===== config.mk =====
export PLATFORM = sky130hd
export DESIGN_NAME = odr_operand_addressing_decode
export DESIGN_NICKNAME = d
export VERILOG_FILES = /design/src/core/odr_pkg.sv /design/src/core/odr_addr_form.sv /design/src/core/odr_operand_addressing_decode.sv
export SDC_FILE = /design/constraint.sdc
export NUM_CORES = 1
export LEC_CHECK = 0
export BUFFER_PORTS_ARGS = -buffer_cell sky130_fd_sc_hd__buf_2
export CORE_MARGIN = 3
export CORE_UTILIZATION = 55
export DETAILED_ROUTE_END_ITERATION = 10
export PLACE_DENSITY = 0.83
export SYNTH_ARGS = -nofsm -noshare
export SYNTH_HDL_FRONTEND = slang
export SYNTH_HIERARCHICAL = 1
export SYNTH_SLANG_ARGS = --single-unit
export TNS_END_PERCENT = 10

===== constraint.sdc =====
create_clock -name sys_clk_i -period 6.9 [get_ports sys_clk_i]
set_clock_uncertainty 0.05 [all_clocks]
set_input_delay 0.345 -clock sys_clk_i [delete_from_list [all_inputs] [get_ports sys_clk_i]]
set_output_delay 0.345 -clock sys_clk_i [all_outputs]
set_load 0.005 [all_outputs]

===== src/core/odr_pkg.sv =====
// Purpose: Shared types and constants for the operand addressing stage
// Assumes: 8-bit data path, one clock, async active-low reset
// Notes:   Mode, register select and memory request carriers
package odr_pkg;
	// ----------------------------------------
	// Constants
	// ----------------------------------------
	localparam int unsigned DATA_W    = 8;
	localparam logic [7:0]  PCL_RESET = 8'h00;
	localparam logic [7:0]  ZERO_BYTE = 8'h00;
	localparam logic [7:0]  PCL_LAST  = 8'hff;
	localparam logic [1:0]  LEN_TWO   = 2'h2;
	localparam logic [1:0]  LEN_THREE = 2'h3;

	// ----------------------------------------
	// Types
	// ----------------------------------------
	typedef enum logic [2:0] {
		M_SRC_IMM,
		M_SRC_DIR,
		M_SRC_IDX,
		M_DST_DIR,
		M_DST_IDX,
		M_DST_DIR_IMM,
		M_DST_IDX_IMM,
		M_MEM_MEM
	} odr_mode_t;

	typedef enum logic [1:0] {SEL_A, SEL_X, SEL_SP, SEL_F} odr_sel_t;
	typedef enum logic {SPC_RAM, SPC_REG} odr_space_t;

	typedef struct packed {
		odr_mode_t  mode;
		odr_sel_t   sel;
		odr_space_t space;
		logic       arith;
	} odr_cmd_t;

	typedef struct packed {
		logic [7:0] a;
		logic [7:0] x;
		logic [7:0] stack_top_pointer;
		logic [7:0] f;
	} odr_regs_t;

	typedef struct packed {
		logic       rd;
		logic       wr;
		odr_space_t space;
		logic [7:0] addr;
		logic [7:0] wdata;
	} odr_mem_req_t;

	typedef struct packed {
		logic       en;
		odr_sel_t   sel;
		logic [7:0] data;
	} odr_reg_wr_t;
endpackage : odr_pkg


===== src/core/odr_addr_form.sv =====
// Purpose: Effective address former, direct or indexed
// Assumes: Address and index share one width
// Notes:   Carry out of the top bit is dropped
`timescale 1ns/10ps
`default_nettype none
module odr_addr_form #(
	parameter int unsigned W = 8
) (
	// Operands
	input  wire logic [W-1:0] base_i,
	input  wire logic [W-1:0] index_i,
	input  wire logic         use_index_i,
	// Result
	output logic      [W-1:0] addr_o
);
	if (W < 1) begin : g_w_check
		$error("odr_addr_form: W must be at least 1");
	end

	// Wraps inside the page, no carry kept
	assign addr_o = use_index_i ? W'(base_i + index_i) : base_i; // RULE_15
endmodule : odr_addr_form
`default_nettype wire


===== src/core/odr_operand_addressing_decode.sv =====
// Purpose: Operand fetch and addressing for an 8-bit core
// Assumes: Program byte valid same cycle as its address; data read returns one cycle later
// Notes:   ALU sits outside; result comes back in the execute cycle
// Function
// (RULE_01) Program counter low byte, 8 bits, zero at reset, not register-writable.
// (RULE_02) Source immediate: literal operand, result to A, F, SP or X; two bytes.
// (RULE_03) Source immediate arithmetic uses the selected A, X, SP or F as second input.
// (RULE_04) Source direct: operand addresses RAM or register space, result to A or X; two bytes.
// (RULE_05) Source direct/indexed arithmetic combines fetched value with selected A or X.
// (RULE_06) Source indexed: operand plus X forms source address, result A or X; two bytes.
// (RULE_07) Destination direct: result to addressed location, source A or X; two bytes.
// (RULE_08) Destination direct arithmetic reads the target as second input, writes back there.
// (RULE_09) Destination modes leave the accumulator untouched, only the target changes.
// (RULE_10) Destination indexed: operand plus X addresses result, source A; two bytes.
// (RULE_11) Indexed destination arithmetic reads operand plus X, writes result back there.
// (RULE_12) Destination direct immediate: address byte then literal byte; three bytes.
// (RULE_13) Destination indexed immediate: first byte plus X addresses, second literal; three bytes.
// (RULE_14) Memory-to-memory copy only: first operand RAM destination, second RAM source; three bytes.
// (RULE_15) Indexed address is an 8-bit sum, carry discarded.
// (RULE_16) Operand bytes fetched in order after opcode; counter passes every byte.
`timescale 1ns/10ps
`default_nettype none
module odr_operand_addressing_decode
	import odr_pkg::*;
#(
	parameter int unsigned DW = DATA_W
) (
	// Clock and reset
	input  wire logic         sys_clk_i,
	input  wire logic         reset_n_i,
	// Instruction start, decoded from opcode at program_counter_low_o
	input  wire logic         start_i,
	input  wire odr_cmd_t     cmd_i,
	output logic              busy_o,
	output logic              done_o,
	output logic [1:0]        ilen_o,
	// Program memory
	output logic [DW-1:0]     program_counter_low_o,
	output logic              pc_carry_o,
	input  wire logic [DW-1:0] pmem_data_i,
	// Core registers
	input  wire odr_regs_t    regs_i,
	output odr_reg_wr_t       reg_wr_o,
	// Data memory and register space
	output odr_mem_req_t      mem_req_o,
	input  wire logic [DW-1:0] mem_rdata_i,
	// Arithmetic unit
	output logic              alu_go_o,
	output logic              alu_arith_o,
	output logic [DW-1:0]     alu_in1_o,
	output logic [DW-1:0]     alu_in2_o,
	input  wire logic [DW-1:0] alu_result_i
);
	if (DW != DATA_W) begin : g_dw_check
		$error("odr: only 8-bit data supported");
	end

	// ----------------------------------------
	// State
	// ----------------------------------------
	typedef enum logic [2:0] {S_IDLE, S_OPND1, S_OPND2, S_READ, S_LOAD, S_EXEC, S_WRITE} odr_state_t;

	odr_state_t state;
	odr_cmd_t   cmd_q;
	logic [7:0] program_counter_low;
	logic [7:0] op1;
	logic [7:0] op2;
	logic [7:0] mem_val;
	logic [7:0] eff_addr;
	logic [7:0] result;
	logic [7:0] formed_addr;
	logic [7:0] sel_val;
	logic       pc_step;
	logic       has_op2;
	logic       needs_read;
	logic       src_mode;
	logic       indexed;
	odr_cmd_t   next_cmd;

	// ----------------------------------------
	// Mode decode
	// ----------------------------------------
	always_comb begin
		next_cmd = cmd_i;
		if (cmd_i.mode == M_DST_IDX) begin
			next_cmd.sel = SEL_A; // RULE_10
		end
		if (cmd_i.mode == M_MEM_MEM) begin
			next_cmd.space = SPC_RAM; // RULE_14
			next_cmd.arith = 1'b0; // RULE_14
		end
	end

	assign has_op2  = (cmd_q.mode == M_DST_DIR_IMM) || (cmd_q.mode == M_DST_IDX_IMM)
		|| (cmd_q.mode == M_MEM_MEM); // RULE_12 RULE_13 RULE_14
	assign src_mode = (cmd_q.mode == M_SRC_IMM) || (cmd_q.mode == M_SRC_DIR) || (cmd_q.mode == M_SRC_IDX);
	assign indexed  = (cmd_q.mode == M_SRC_IDX) || (cmd_q.mode == M_DST_IDX) || (cmd_q.mode == M_DST_IDX_IMM);
	// Destination arithmetic needs the old target value
	assign needs_read = (cmd_q.mode == M_SRC_DIR) || (cmd_q.mode == M_SRC_IDX) || (cmd_q.mode == M_MEM_MEM)
		|| (!src_mode && cmd_q.arith); // RULE_08 RULE_11

	odr_addr_form #(
		.W (8)
	) u_addr_form (
		.base_i      (pmem_data_i),
		.index_i     (regs_i.x),
		.use_index_i (indexed),
		.addr_o      (formed_addr)
	);

	always_comb begin
		case (cmd_q.sel)
			SEL_A:   sel_val = regs_i.a;
			SEL_X:   sel_val = regs_i.x;
			SEL_SP:  sel_val = regs_i.stack_top_pointer;
			SEL_F:   sel_val = regs_i.f;
			default: sel_val = regs_i.a;
		endcase
	end

	// ----------------------------------------
	// Sequencer
	// ----------------------------------------
	always_ff @(posedge sys_clk_i or negedge reset_n_i) begin
		if (!reset_n_i) begin
			state <= S_IDLE;
		end else begin
			case (state)
				S_IDLE:  if (start_i) state <= S_OPND1;
				S_OPND1: state <= has_op2 ? S_OPND2 : (needs_read ? S_READ : S_EXEC); // RULE_16
				S_OPND2: state <= needs_read ? S_READ : S_EXEC;
				S_READ:  state <= S_LOAD;
				S_LOAD:  state <= S_EXEC;
				S_EXEC:  state <= S_WRITE;
				S_WRITE: state <= S_IDLE;
				default: state <= S_IDLE;
			endcase
		end
	end

	// Opcode, then each operand byte, moves the counter
	assign pc_step = (state == S_IDLE && start_i) || state == S_OPND1 || state == S_OPND2; // RULE_16

	always_ff @(posedge sys_clk_i or negedge reset_n_i) begin
		if (!reset_n_i) begin
			program_counter_low <= PCL_RESET; // RULE_01
			pc_carry_o          <= 1'b0;
		end else begin
			pc_carry_o <= pc_step && (program_counter_low == PCL_LAST);
			if (pc_step) program_counter_low <= program_counter_low + 8'h01; // RULE_16
		end
	end

	always_ff @(posedge sys_clk_i or negedge reset_n_i) begin
		if (!reset_n_i) begin
			cmd_q    <= '0;
			op1      <= ZERO_BYTE;
			op2      <= ZERO_BYTE;
			eff_addr <= ZERO_BYTE;
		end else begin
			if (state == S_IDLE && start_i) cmd_q <= next_cmd;
			if (state == S_OPND1) begin
				op1      <= pmem_data_i;
				eff_addr <= formed_addr; // RULE_06 RULE_10 RULE_13
			end
			if (state == S_OPND2) op2 <= pmem_data_i; // RULE_12
		end
	end

	always_ff @(posedge sys_clk_i or negedge reset_n_i) begin
		if (!reset_n_i) begin
			mem_val <= ZERO_BYTE;
			result  <= ZERO_BYTE;
			ilen_o  <= 2'h0;
		end else begin
			if (state == S_LOAD) mem_val <= mem_rdata_i;
			if (state == S_EXEC) begin
				result <= alu_result_i;
				ilen_o <= has_op2 ? LEN_THREE : LEN_TWO; // RULE_02 RULE_04 RULE_07 RULE_12
			end
		end
	end

	// ----------------------------------------
	// Operand routing to the arithmetic unit
	// ----------------------------------------
	always_comb begin
		case (cmd_q.mode)
			M_SRC_IMM: begin
				alu_in1_o = op1; // RULE_02
				alu_in2_o = sel_val; // RULE_03
			end
			M_SRC_DIR, M_SRC_IDX: begin
				alu_in1_o = mem_val; // RULE_04 RULE_06
				alu_in2_o = sel_val; // RULE_05
			end
			M_DST_DIR, M_DST_IDX: begin
				alu_in1_o = sel_val; // RULE_07
				alu_in2_o = mem_val; // RULE_08 RULE_11
			end
			M_DST_DIR_IMM, M_DST_IDX_IMM: begin
				alu_in1_o = op2; // RULE_12 RULE_13
				alu_in2_o = mem_val; // RULE_11
			end
			M_MEM_MEM: begin
				alu_in1_o = mem_val; // RULE_14
				alu_in2_o = ZERO_BYTE;
			end
			default: begin
				alu_in1_o = op1;
				alu_in2_o = ZERO_BYTE;
			end
		endcase
	end

	assign alu_go_o    = (state == S_EXEC);
	assign alu_arith_o = cmd_q.arith;

	// ----------------------------------------
	// Memory, register space and register writes
	// ----------------------------------------
	always_comb begin
		mem_req_o       = '0;
		mem_req_o.space = cmd_q.space;
		mem_req_o.wdata = result;
		mem_req_o.addr  = eff_addr;
		if (state == S_READ) begin
			mem_req_o.rd = 1'b1;
			// Copy reads its source from the second operand
			if (cmd_q.mode == M_MEM_MEM) mem_req_o.addr = op2; // RULE_14
		end
		if (state == S_WRITE && !src_mode) mem_req_o.wr = 1'b1; // RULE_07 RULE_09
	end

	always_comb begin
		reg_wr_o      = '0;
		reg_wr_o.sel  = cmd_q.sel;
		reg_wr_o.data = result;
		// Destination forms never touch A, even with A as source
		reg_wr_o.en   = (state == S_WRITE) && src_mode; // RULE_09 RULE_02 RULE_04 RULE_06
	end

	assign busy_o                = (state != S_IDLE);
	assign done_o                = (state == S_WRITE);
	assign program_counter_low_o = program_counter_low; // RULE_01
endmodule : odr_operand_addressing_decode
`default_nettype wire


# --- Word-level counts from Yosys, hierarchy flattened ---
# Index checks and enable logic that the tools add are counted.
word_totals:
  regBits: 61
  output_inout_bits: 61
  input_bits: 66
  wordCells: 76
classes:
  n_mux: 15
  n_reduce_logical: 26
  n_addsub: 2
  n_eq_ne: 20
ops:
  columns: ["op", "n"]
  rows:
  - ["one-hot mux 8 bit (4 select lines)", 2]
  - ["equality test 3 bit, second input constant", 9]
  - ["two-way mux 8 bit", 3]
  - ["one-hot mux 8 bit (3 select lines)", 1]
  - ["one-hot mux 3 bit (6 select lines)", 1]
  - ["equality test 3 x 2 -> 1 bit, second input constant", 4]
  - ["logical OR 1 bit", 11]
  - ["two-way mux 3 bit", 3]
  - ["adder 8 x 1 -> 8 bit, second input constant", 1]
  - ["adder 8 bit", 1]
  - ["equality test 8 bit, second input constant", 1]
  - ["equality test 3 x 1 -> 1 bit, second input constant", 2]
  - ["logical NOT 3 bit", 2]
  - ["OR reduction 3 bit", 2]
  - ["logical AND 1 bit", 5]
  - ["equality test 2 bit, second input constant", 2]
  - ["two-way mux 2 bit", 2]
  - ["OR reduction 2 bit", 2]
  - ["OR reduction 4 bit", 1]
  - ["two-way mux 1 bit", 3]
  - ["nonzero test 3 bit", 1]
  - ["equality test 2 x 1 -> 1 bit, second input constant", 1]
  - ["logical NOT 2 bit", 1]
  - ["!= test 2 bit, second input constant", 1]
  - ["logical NOT 1 bit", 1]

# --- Logic depth before layout (Yosys ltp) ---
# Gate-level depths: netlist of the first run.
depth:
  word_depth: 9
  mapped_depth: 12
  ltp_nobuf: 9

# --- Hierarchy ---
# The synthesis of the first run kept the hierarchy.
by_module_without_submodules:
  columns: ["module", "cells_each", "seq_area_each_um2", "area_per_inst_um2", "n_inst"]
  rows:
  - ["odr_operand_addressing_decode", 290, 1526.5, 3445.8, 1]
  - ["odr_addr_form", 57, 0.0, 447.9, 1]

# --- Least setup slack after synthesis of the first run ---
# No wires, ideal clock.
synth_path:
  kind: "reg2reg"
  from: "reg cmd_q[6] (netlist bit)"
  to: "reg eff_addr[7]"
  slack_ns: 4.651
  path_stages_with_launch: 12
  arrival_ns: 2.071
  setup_time_ns: 0.127
  required_time_ns: 6.723
  path_buffers: 5
  path_cell_list: "dfrtp_1 buf_2 buf_4 buf_2 buf_2 nor2_1 nor2_1 buf_6 nand2_1 o31a_1 a32o_1 mux2_1"
synth_via:
  elab_chain_cells: 4
  elab_cells_between_ends: 6
  classes_between: "3 x eq/ne; 1 x mux; 2 x reduce/logical"
synth_lines:
  columns: ["item", "line", "source"]
  rows:
  - ["start: declaration", "odr_operand_addressing_decode.sv:64", "odr_cmd_t cmd_q;"]
  - ["start signal: assignment", "odr_operand_addressing_decode.sv:161", "if (state == S_IDLE && start_i) cmd_q <= next_cmd;"]
  - ["equality test 3 x 2 -> 1 bit or equality test 3 bit (tied branches)", "odr_operand_addressing_decode.sv:97", "assign indexed = (cmd_q.mode == M_SRC_IDX) || (cmd_q.mode == M_DST_IDX) || (cmd_q.mode == M_DST_IDX_IMM);"]
  - ["logical OR 1 bit", "odr_operand_addressing_decode.sv:97", null]
  - ["logical OR 1 bit *", "odr_operand_addressing_decode.sv:97", null]
  - ["named net indexed", "odr_operand_addressing_decode.sv:77", "logic indexed;"]
  - ["two-way mux 8 bit *", "odr_addr_form.sv:21", "assign addr_o = use_index_i ? W'(base_i + index_i) : base_i;"]
  - ["named net formed_addr[7]", "odr_operand_addressing_decode.sv:71", "logic [7:0] formed_addr;"]
  - ["end signal: assignment", "odr_operand_addressing_decode.sv:164", "eff_addr <= formed_addr;"]
  - ["end: declaration", "odr_operand_addressing_decode.sv:69", "logic [7:0] eff_addr;"]
# Mark *: on every way through the listed nets, which the timed path passes. The rest lies on a longest branch.
# A chain may end at the register's enable or synchronous reset.

==> parameters.txt, run 1 <==
Parameter                              Value

Run status
  Result of the run    finished, final reports clean

STA
  Final Hold Vio Count    0
  Final WS setup    approximately 3.6 ns
  RSZ-0062 raised after global routing    false
  # setup viols final    0
  Slew at the pin closest to its max-slew limit    around 1.1 ns
  Worst-case headroom to the max-slew limit    27.95%
  Final-report max-slew violation count    0
  Maximum operating frequency    about 0.3 GHz
  Final worst path period need    roughly 3.3 ns
  Period utilisation layout    47.88%
  Total negative slack    0 ns

Power
  Max IR drop VDD    0.2462 mV
  Pwr dens    around 460 nW/µm²
  P_leak    0.002217 µW

Clocking
  Total of cells resized after clock tree synthesis    0
  Inserted Clock Buffers    9
  Hold-fix buffers at CTS    0
  Total number of clock tree sinks    61
  Number of H-tree branching levels    3
  Clock input transition at the sequential cells of the worst setup and hold paths    0.06 ns
  Number of buffers between clock root and the deepest sink    2
  Clock tree root driver cell    clkbuf_8
  CTS tree    yes
  Skew-Pair Late Insertion Delay    0.34 ns
  Post CTS Setup Buffer Count    0

Global routing
  Global-route wire length before repair    15,640 µm
  GRT Util Overall    24.08%
  Number of global-route vias before repair    3,191
  Largest net degree at the start of global routing    62
  Number of antenna violations at the first check in global routing    0
  Total gr overflow    0

Setup path
  Minimum setup slack among reg-to-reg paths    4.05 ns
  R2r worst-path depth    6
  Crit Path Max Fanout    34
  Endpoint of the worst register-to-register path    eff_addr[7]
  Crit Path Class    flip-flop to primary output
  Origin of the critical flop-to-flop path    cmd_q[6]
  Worst setup SP type    flip-flop
  Critical path required time    about 6.5 ns
  Arrival time reported for the critical path endpoint    approximately 2.9 ns
  Capturing element type of the critical path    primary output

Drt
  Total Wirelength    9561 µm
  Via count of the routed design    3,145
  Number of design rule violations left after detail routing    0
  ANT nets after route    0
  Mean number of vias per cell    5.656
  Iteration count of the initial detailed-routing pass    4
  Wirelength per Cell    17.20 µm
  Drt initial violations    163

Die
  Width of the chip    about 90 µm
  Number of top-level pins    127
  Row count    30
  Initial core utilization    between 50% and 60%
  Total core area    6832 µm²
  Die Footprint    8125 µm²
  Vert. Die Dim    90.14 µm

Flow run
  Count of max-cap constraint violations    0

Synth
  Number of flops mapped to enable cells by yosys    0
  Predominant post-synthesis flop cell    dfrtp_1
  Number of warning messages in the yosys log    6
  Number of flip-flops and latches in the synthesized netlist    between 60 and 70
  Post-synthesis cell area    3894 µm²
  Share of the synthesized area in the top cell type    39.20%
  Post-Synthesis Cells    approximately 350
  Most area-hungry cell type in the Yosys netlist    dfrtp_1
  Commonest cells in the synthesized netlist    61 x dfrtp_1, 35 x mux2_2, 29 x nand2_1
  Fraction of the yosys area taken by sequential cells    about two fifths
  Number of distinct library cells after synthesis    50
  Post-synth net total    422
  Proportion of register bits with asynchronous set or reset after synthesis    100.0%
  Cell with the most instances after synthesis    dfrtp_1
  Mean area per synthesized cell    11.22 µm²
  Area contributors post-synth    dfrtp_1 39%, mux2_2 10%, mux2i_1 4.9%, mux4_2 4.6%, mux2_1 3.5%

Finish
  Final-layout fill cell count    between 500 and 600
  Post-layout nets    530
  Antenna diode count    0
  Layout area overhead    18.41%
  Layout cell share with drive strength beyond 1    43.70%

Placement
  Post-detailed-placement half-perimeter wirelength    7071 µm
  Post-Place Setup Slack    roughly 4 ns
  Final weighted congestion in routability-driven placement    ~0.85
  Port Buf Inserts    126

Min path
  Class of the tightest hold or removal check    input port to asynchronous set/reset pin
-- critical path: stages, from the launching register on --
cell     delay, ns
dfrtp_1       1.06
and3_4        0.43
and2_1        0.60
mux2_4        0.35
buf_2         0.13
-- area by class of cell --
| cell class | instances | area [µm²] | area share, % |
|---|---|---|---|
| clock buffer | 16 | 190.2 | 4.125 |
| multi-input combinational | 247 | 2102 | 45.59 |
| tap | 96 | 120.1 | 2.605 |
| timing repair buffer | 127 | 638.1 | 13.84 |
| inverter | 9 | 33.78 | 0.7327 |
| sequential | 61 | 1526 | 33.11 |
-- layout by cell type (no fill, tap or decap), drive strengths merged, types with 10 or more instances in the layout --
cell,netlist,routed
xnor2,10,10
dfrtp,61,61
nand2,30,30
nand3,13,13
nor2,17,17
buf,30,127
mux2i,19,19
o21ai,26,26
mux2,55,55
clkbuf,0,16
-- power by group --
group | total [µW] | internal [µW] | switching, µW
Sequential | 764 | 529 | 235
Combinational | 1070 | 588 | 485
Clock | 304 | 170 | 133
-- sequential cells by signal (all words and copies together) (netlist names) --
register,count
eff_addr,8
mem_val,8
op1,8
op2,8
program_counter_low_o,8
result,8
cmd_q,3
state,3
ilen_o,2
reg_wr_o,2
alu_arith_o,1
mem_req_o,1
pc_carry_o,1
-- routing by layer --
metal	wire, µm	vias up	share of wire, %	track usage, %
li1	-	1470	-	-
met4	94	0	0.98	9.949
met3	649	8	6.8	4.603
met5	0	-	0	0
met2	4788	131	50	39.70
met1	4028	1536	42	31.19
-- worst max-delay path by stage --
stage	startpoint	to	slack [ns]	cells after the start
6_report	cmd_q[6]	mem_req_o[8]	3.60	4
5_1_grt	cmd_q[6]	mem_req_o[10]	3.41	4
4_1_cts	cmd_q[6]	mem_req_o[10]	3.60	4
3_5_place_dp	cmd_q[6]	mem_req_o[12]	3.99	4
3_3_place_gp	cmd_q[6]	mem_req_o[8]	4.05	4
2_1_floorplan	cmd_q[6]	eff_addr[7]	4.65	11
-- kinds of logic after synthesis --
family | Yosys count | share of synthesized area (%)
flip-flops | 61 | 39.20
adder cells (fa/ha/maj) | 9 | 3.085
multiplexers | 82 | 26.19
XOR/XNOR | 11 | 2.474
AND/OR/NAND/NOR | 87 | 11.54
AO/OA/AOI/OAI | 58 | 10.70
buffers and inverters | 39 | 6.812
-- stage by stage --
stage | area (µm²) | power, µW | util (%) | hold WS [ns] | std cells
floorplan | 3894 | 1522 | - | -0.0005911 | 347
global placement | 4420 | 1789 | 64.71 | 0.3964 | 540
detailed placement | 4420 | 1837 | 64.71 | 0.4081 | 540
CTS | 4611 | 2148 | 67.49 | 0.1431 | 556
global route | 4611 | 2293 | 67.49 | 0.1839 | 556
finish | 4611 | 2141 | 67.49 | 0.1108 | 556
(Power assumes the default switching activity.)
==> run 2: changes to the inputs <==
Settings changed: CORE_UTILIZATION 55 to 51, PLACE_DENSITY 0.83 to 0.77.
Clock period 6.9 ns to 3.2 ns, I/O delays scaled along.
==> parameters.txt, run 2 (synthesis results as in run 1) <==
Parameter                              Value

Clocking
  Number of H-tree branching levels    3 (unchanged)
  Number of buffers between clock root and the deepest sink    2 (unchanged)
  Post CTS Setup Buffer Count    0 (unchanged)
  CTS tree    yes
  Skew-Pair Late Insertion Delay    0.33 ns (about the same)
  Clock input transition at the sequential cells of the worst setup and hold paths    0.07 ns (about the same)
  Inserted Clock Buffers    9 (unchanged)
  Clock tree root driver cell    clkbuf_8
  Total number of clock tree sinks    61 (unchanged)

Run status
  Result of the run    complete, but fails checks
  Failing checks    negative hold slack

Global routing
  GRT Util Overall    22.76% (-1.3 points)
  Largest net degree at the start of global routing    50 (-19%)
  Number of global-route vias before repair    3,041 (-4.7%)
  Global-route wire length before repair    15,440 µm (-1.2%)
  Number of antenna violations at the first check in global routing    0 (unchanged)
  Total gr overflow    0 (unchanged)

Die
  Die Footprint    8719 µm² (+7.3%)
  Vert. Die Dim    93.38 µm (+3.6%)
  Total core area    7331 µm² (+7.3%)
  Row count    31 (+3.3%)
  Initial core utilization    53.11% (-3.9 points)
  Width of the chip    93.38 µm (+3.6%)
  Number of top-level pins    127 (unchanged)

STA
  Final-report max-slew violation count    0 (unchanged)
  Total negative slack    0 ns (unchanged)
  Final worst path period need    2.658 ns
  Final Hold Vio Count    21 (+21)
  Period utilisation layout    between 80% and 90%
  Final WS setup    0.5419 ns (-3.055 ns)
  RSZ-0062 raised after global routing    false
  Maximum operating frequency    between 0.3 and 0.4 GHz
  # setup viols final    0 (unchanged)
  Worst-case headroom to the max-slew limit    26.04% (-1.9 points)
  Slew at the pin closest to its max-slew limit    1.109 ns (+0.02867 ns)
  Final hold slack    -0.02349 ns (-0.1343 ns)

Drt
  Wirelength per Cell    17.11 µm (-0.47%)
  ANT nets after route    0 (unchanged)
  Drt initial violations    246 (+51%)
  Iteration count of the initial detailed-routing pass    4 (unchanged)
  Total Wirelength    9721 µm (+1.7%)
  Via count of the routed design    3,193 (+1.5%)
  Mean number of vias per cell    5.621 (-0.62%)
  Number of design rule violations left after detail routing    0 (unchanged)

Placement
  Post-Place Setup Slack    0.8647 ns (-3.122 ns)
  Port Buf Inserts    126 (unchanged)
  Placed Area    4432 µm² (+0.25%)
  Placed Cells    544 (+0.74%)
  Final weighted congestion in routability-driven placement    0.9128 (+7.5%)
  Post-detailed-placement half-perimeter wirelength    7231 µm (+2.3%)

Finish
  Antenna diode count    0 (unchanged)
  Most common cell after layout, fill and taps aside    buf_2
  Layout cell share with drive strength beyond 1    43.28% (-0.41 points)
  Post-layout nets    539 (+1.7%)
  Filler-free cell count of the finished design    568 (+2.2%)
  Layout area overhead    20.47%
  Post-route cell area    4691 µm² (+1.7%)
  Most used cells in the layout excluding fill and tap cells    126 x buf_2, 61 x dfrtp_1, 35 x mux2_2

Power
  P_leak    0.002244 µW (+1.2%)
  Internal power contribution    2742 µW (+110%)
  Max IR drop VDD    0.5056 mV (+110%)
  Switching share of power    40.39% (+0.52 points)
  Pwr dens    980.5 nW/µm² (+110%)
  Combinational fraction of design power    51.0% (+0.9 points)
  Proportion of power drawn by the clock network    13.8% (-0.4 points)
  Register share of total power    35.2% (-0.5 points)
  Psw    1858 µW (+120%)

Setup path
  Worst setup SP type    flip-flop
  Capturing element type of the critical path    primary output
  Arrival time reported for the critical path endpoint    2.45 ns (-0.46 ns)
  Critical path required time    2.99 ns (-3.51 ns)
  Crit Path Class    flip-flop to primary output
  Crit Path Max Fanout    17 (-50%)

Flow run
  Count of max-cap constraint violations    0 (unchanged)

Min path
  Class of the tightest hold or removal check    input port to asynchronous set/reset pin
## run 2: cell count changes in the layout (fill, tap and decap cells not counted), sizes merged
cell / change
buf: +1
clkbuf: -3
clkinv: +1
clkinvlp: +2
dlygate4sd3: +8
## run 2: layout make-up
type                    count  area [µm²]
fillers                   622        2640
multi-input cells         247        2102
flip-flops and latches     61        1526
repair buffers            136       725.7
clock buffers              13       158.9
well taps                  99       123.9
inverters                   9       33.78
clock inverters             3       20.02
## run 2: critical path, stage by stage (launching register included)
cell	delay, ns
dfrtp_1	0.65
and3_4	0.35
and2_1	0.62
mux2_4	0.36
buf_2	0.13
## run 2: repair_timing
action,in CTS,in global routing
setup endpoints to repair,0,0
gates resized for setup,0,0
hold buffers,8,0
hold endpoints to repair,8,0
## run 2: layer usage
layer  part of all wire, %  wire length (µm)  track usage (%)  up-vias
li1                      -                 -                -     1489
met1                    43              4196            31.29     1561
met2                    48              4702            36.33      128
met3                   7.1               690            3.701       15
met4                   1.4               132            8.303        0
met5                     0                 0                0        -
## run 2: metrics by stage
step | utilization [%] | power, µW
floorplan | - | 3281
global placement | 60.45 | 3894
detailed placement | 60.45 | 3975
CTS | 63.99 | 4625
global route | 63.99 | 4934
finish | 63.99 | 4599
## run 2: path summary, 6_finish.rpt
path / startpoint / endpoint / slack (ns) / cells after the start
worst max-delay path: cmd_q[6] / mem_req_o[12] / 0.54 / 4
worst min-delay path: reset_n_i / mem_req_o[16] / -0.02 / 1
worst max register to register: cmd_q[6] / eff_addr[7] / 0.81 / 6
worst min register to register: ilen_o[1] / ilen_o[1] / 0.42 / 1
max in group asynchronous: reset_n_i / op1[0] / 2.30 / 2
min in group sys_clk_i: mem_rdata_i[1] / mem_val[1] / 0.01 / 2
## run 2: power groups by stage
stage	sequential (µW)	clock [µW]	combinational, µW
6_report	1620	633	2350
5_1_grt	1690	678	2560
4_1_cts	1620	643	2360
3_5_place_dp	1630	0	2340
3_3_place_gp	1600	0	2290
2_1_floorplan	1380	0	1900
==> run 3: changes to the inputs <==
Clock period 3.2 ns to 2.5 ns, I/O delays scaled along.
==> parameters.txt, run 3 (synthesis results as in run 1) <==
Parameter                              Value

Drt
  Wirelength per Cell    18.03 µm (+5.3%)
  Via count of the routed design    3,306 (+3.5%)
  ANT nets after route    0 (unchanged)
  Iteration count of the initial detailed-routing pass    4 (unchanged)
  Mean number of vias per cell    5.575 (-0.83%)
  Total Wirelength    10,690 µm (+10%)
  Number of design rule violations left after detail routing    0 (unchanged)
  Drt initial violations    267 (+8.5%)

Clocking
  Number of H-tree branching levels    3 (unchanged)
  Total number of clock tree sinks    61 (unchanged)
  Total of cells resized after clock tree synthesis    0 (unchanged)
  CTS tree    yes
  Skew-Pair Late Insertion Delay    0.33 ns (about the same)
  Number of buffers between clock root and the deepest sink    2 (unchanged)
  Clock tree root driver cell    clkbuf_8
  Clock input transition at the sequential cells of the worst setup and hold paths    0.07 ns (about the same)
  Hold-fix buffers at CTS    24 (+16)
  Post CTS Setup Buffer Count    0 (unchanged)
  Inserted Clock Buffers    9 (unchanged)

Setup path
  Crit-path cells    nand3b_1 -> inv_1 -> and2_1 -> buf_4 -> mux2_4 -> buf_2
  Buffering stage count on the worst path with inverters included    3 (+2)
  Crit Path Max Fanout    14 (-3)
  Minimum setup slack among reg-to-reg paths    0.47 ns (-0.34 ns)
  Crit Path Class    flip-flop to primary output
  Worst setup SP type    flip-flop
  Capturing element type of the critical path    primary output
  Largest delay contributor family on the critical path    flip-flops
  Critical path's largest stage delay    0.70 ns (+0.05 ns)
  Arrival time reported for the critical path endpoint    2.14 ns (-0.31 ns)
  Crit path max-delay cell type    dfrtp_1
  Critical path required time    2.33 ns (-0.66 ns)

Power
  Internal power contribution    3790 µW (+38%)
  Proportion of power drawn by the clock network    15.9% (+2.1 points)
  Psw    2483 µW (+34%)
  Switching share of power    39.58% (-0.81 points)
  Max IR drop VDD    0.6672 mV (+32%)
  Register share of total power    31.6% (-3.6 points)
  Pwr dens    1261 nW/µm² (+29%)
  P_leak    0.002387 µW (+6.4%)
  Combinational fraction of design power    52.5% (+1.5 points)

Finish
  Most common cell after layout, fill and taps aside    buf_2
  Post-layout nets    564 (+4.6%)
  Post-route cell area    4976 µm² (+6.1%)
  Antenna diode count    0 (unchanged)
  Filler-free cell count of the finished design    593 (+4.4%)
  Layout area overhead    27.80%
  Most used cells in the layout excluding fill and tap cells    126 x buf_2, 61 x dfrtp_1, 35 x mux2_2
  Layout cell share with drive strength beyond 1    43.32% (about the same)
  Final-layout fill cell count    564 (-9.3%)

STA
  Final hold slack    0.01384 ns (+0.03733 ns)
  # setup viols final    0 (unchanged)
  Final worst path period need    approximately 2.3 ns
  Worst-case headroom to the max-slew limit    41.87% (+16 points)
  Total negative slack    0 ns (unchanged)
  Slew at the pin closest to its max-slew limit    0.8661 ns (-0.2434 ns)
  Final WS setup    0.1832 ns (-0.3587 ns)
  RSZ-0062 raised after global routing    false
  Final-report max-slew violation count    0 (unchanged)
  Maximum operating frequency    approximately 0.43 GHz
  Final Hold Vio Count    0 (-100%)
  Period utilisation layout    92.67%

Die
  Total core area    7331 µm² (unchanged)
  Width of the chip    93.38 µm (unchanged)
  Initial core utilization    53.11% (unchanged)
  Vert. Die Dim    93.38 µm (unchanged)
  Number of top-level pins    127 (unchanged)
  Die Footprint    8719 µm² (unchanged)
  Row count    31 (unchanged)

Placement
  Post-Place Setup Slack    0.4147 ns (-0.4500 ns)
  Post-detailed-placement half-perimeter wirelength    7487 µm (+3.5%)
  Placed Area    4512 µm² (+1.8%)
  Final weighted congestion in routability-driven placement    0.9250 (+1.3%)
  Placed Cells    553 (+1.7%)
  Port Buf Inserts    126 (unchanged)

Run status
  Result of the run    finished, final reports clean

Global routing
  Number of antenna violations at the first check in global routing    0 (unchanged)
  Total gr overflow    0 (unchanged)
  GRT Util Overall    25.24% (+2.5 points)
  Largest net degree at the start of global routing    33 (-34%)
  Global-route wire length before repair    17,090 µm (+11%)
  Number of global-route vias before repair    3,379 (+11%)

Min path
  Class of the tightest hold or removal check    input port to flip-flop

Flow run
  Count of max-cap constraint violations    0 (unchanged)
## run 3: cell count changes in the layout (fill, tap and decap cells not counted)
cell	delta
clkinv_4	+1
bufinv_16	+2
clkinv_2	+1
clkbuf_8	-1
clkbuf_1	-2
buf_4	+8
buf_12	+1
dlygate4sd3_1	+16
clkinvlp_4	-1
## run 3: layout make-up
cell class | instances | area (µm²) | area share (%)
Sequential cell | 61 | 1526 | 30.68
Timing Repair Buffer | 161 | 965.9 | 19.41
Clock inverter | 6 | 86.33 | 1.735
Inverter | 9 | 33.78 | 0.6789
Clock buffer | 10 | 137.6 | 2.766
Multi-Input combinational cell | 247 | 2102 | 42.24
Tap cell | 99 | 123.9 | 2.489
## run 3: power groups by stage
stage	registers, µW	logic [µW]	clock network, µW
3_5_place_dp	1980	3240	0
3_3_place_gp	1950	3160	0
4_1_cts	1980	3290	1010
6_report	1980	3290	997
2_1_floorplan	1770	2430	0
5_1_grt	2070	3590	1070
## run 3: routing by layer
layer	track usage (%)	part of all wire (%)	up-vias
li1	-	-	1541
met1	32.10	42	1609
met2	42.11	49	138
met3	6.356	6.4	18
met4	8.059	2.0	0
met5	0	0	-
## run 3: final timing paths
check | startpoint | endpoint | cells after the start
worst max-delay path | state[0] | mem_req_o[13] | 6
max in group asynchronous | reset_n_i | op1[1] | 3
worst min-delay path | cmd_i[5] | cmd_q[5] | 2
worst max register to register | cmd_q[5] | eff_addr[6] | 7
worst min register to register | ilen_o[1] | ilen_o[1] | 1
min in group asynchronous | reset_n_i | program_counter_low_o[6] | 2
## run 3: worst register-to-register path, delay by kind of cell (launching register included)
kind,cells,cell delay [ns]
DFF,1,0.55
and+or+nand+nor,3,0.46
muxes,1,0.28
AOI/OAI and AO/OA,1,0.22
buffers and inverters,2,0.35
## run 3: metrics by stage
| step | utilization, % | total power [µW] |
|---|---|---|
| floorplan | - | 4200 |
| global placement | 61.55 | 5105 |
| detailed placement | 61.55 | 5221 |
| CTS | 67.88 | 6277 |
| global route | 67.88 | 6723 |
| finish | 67.88 | 6273 |
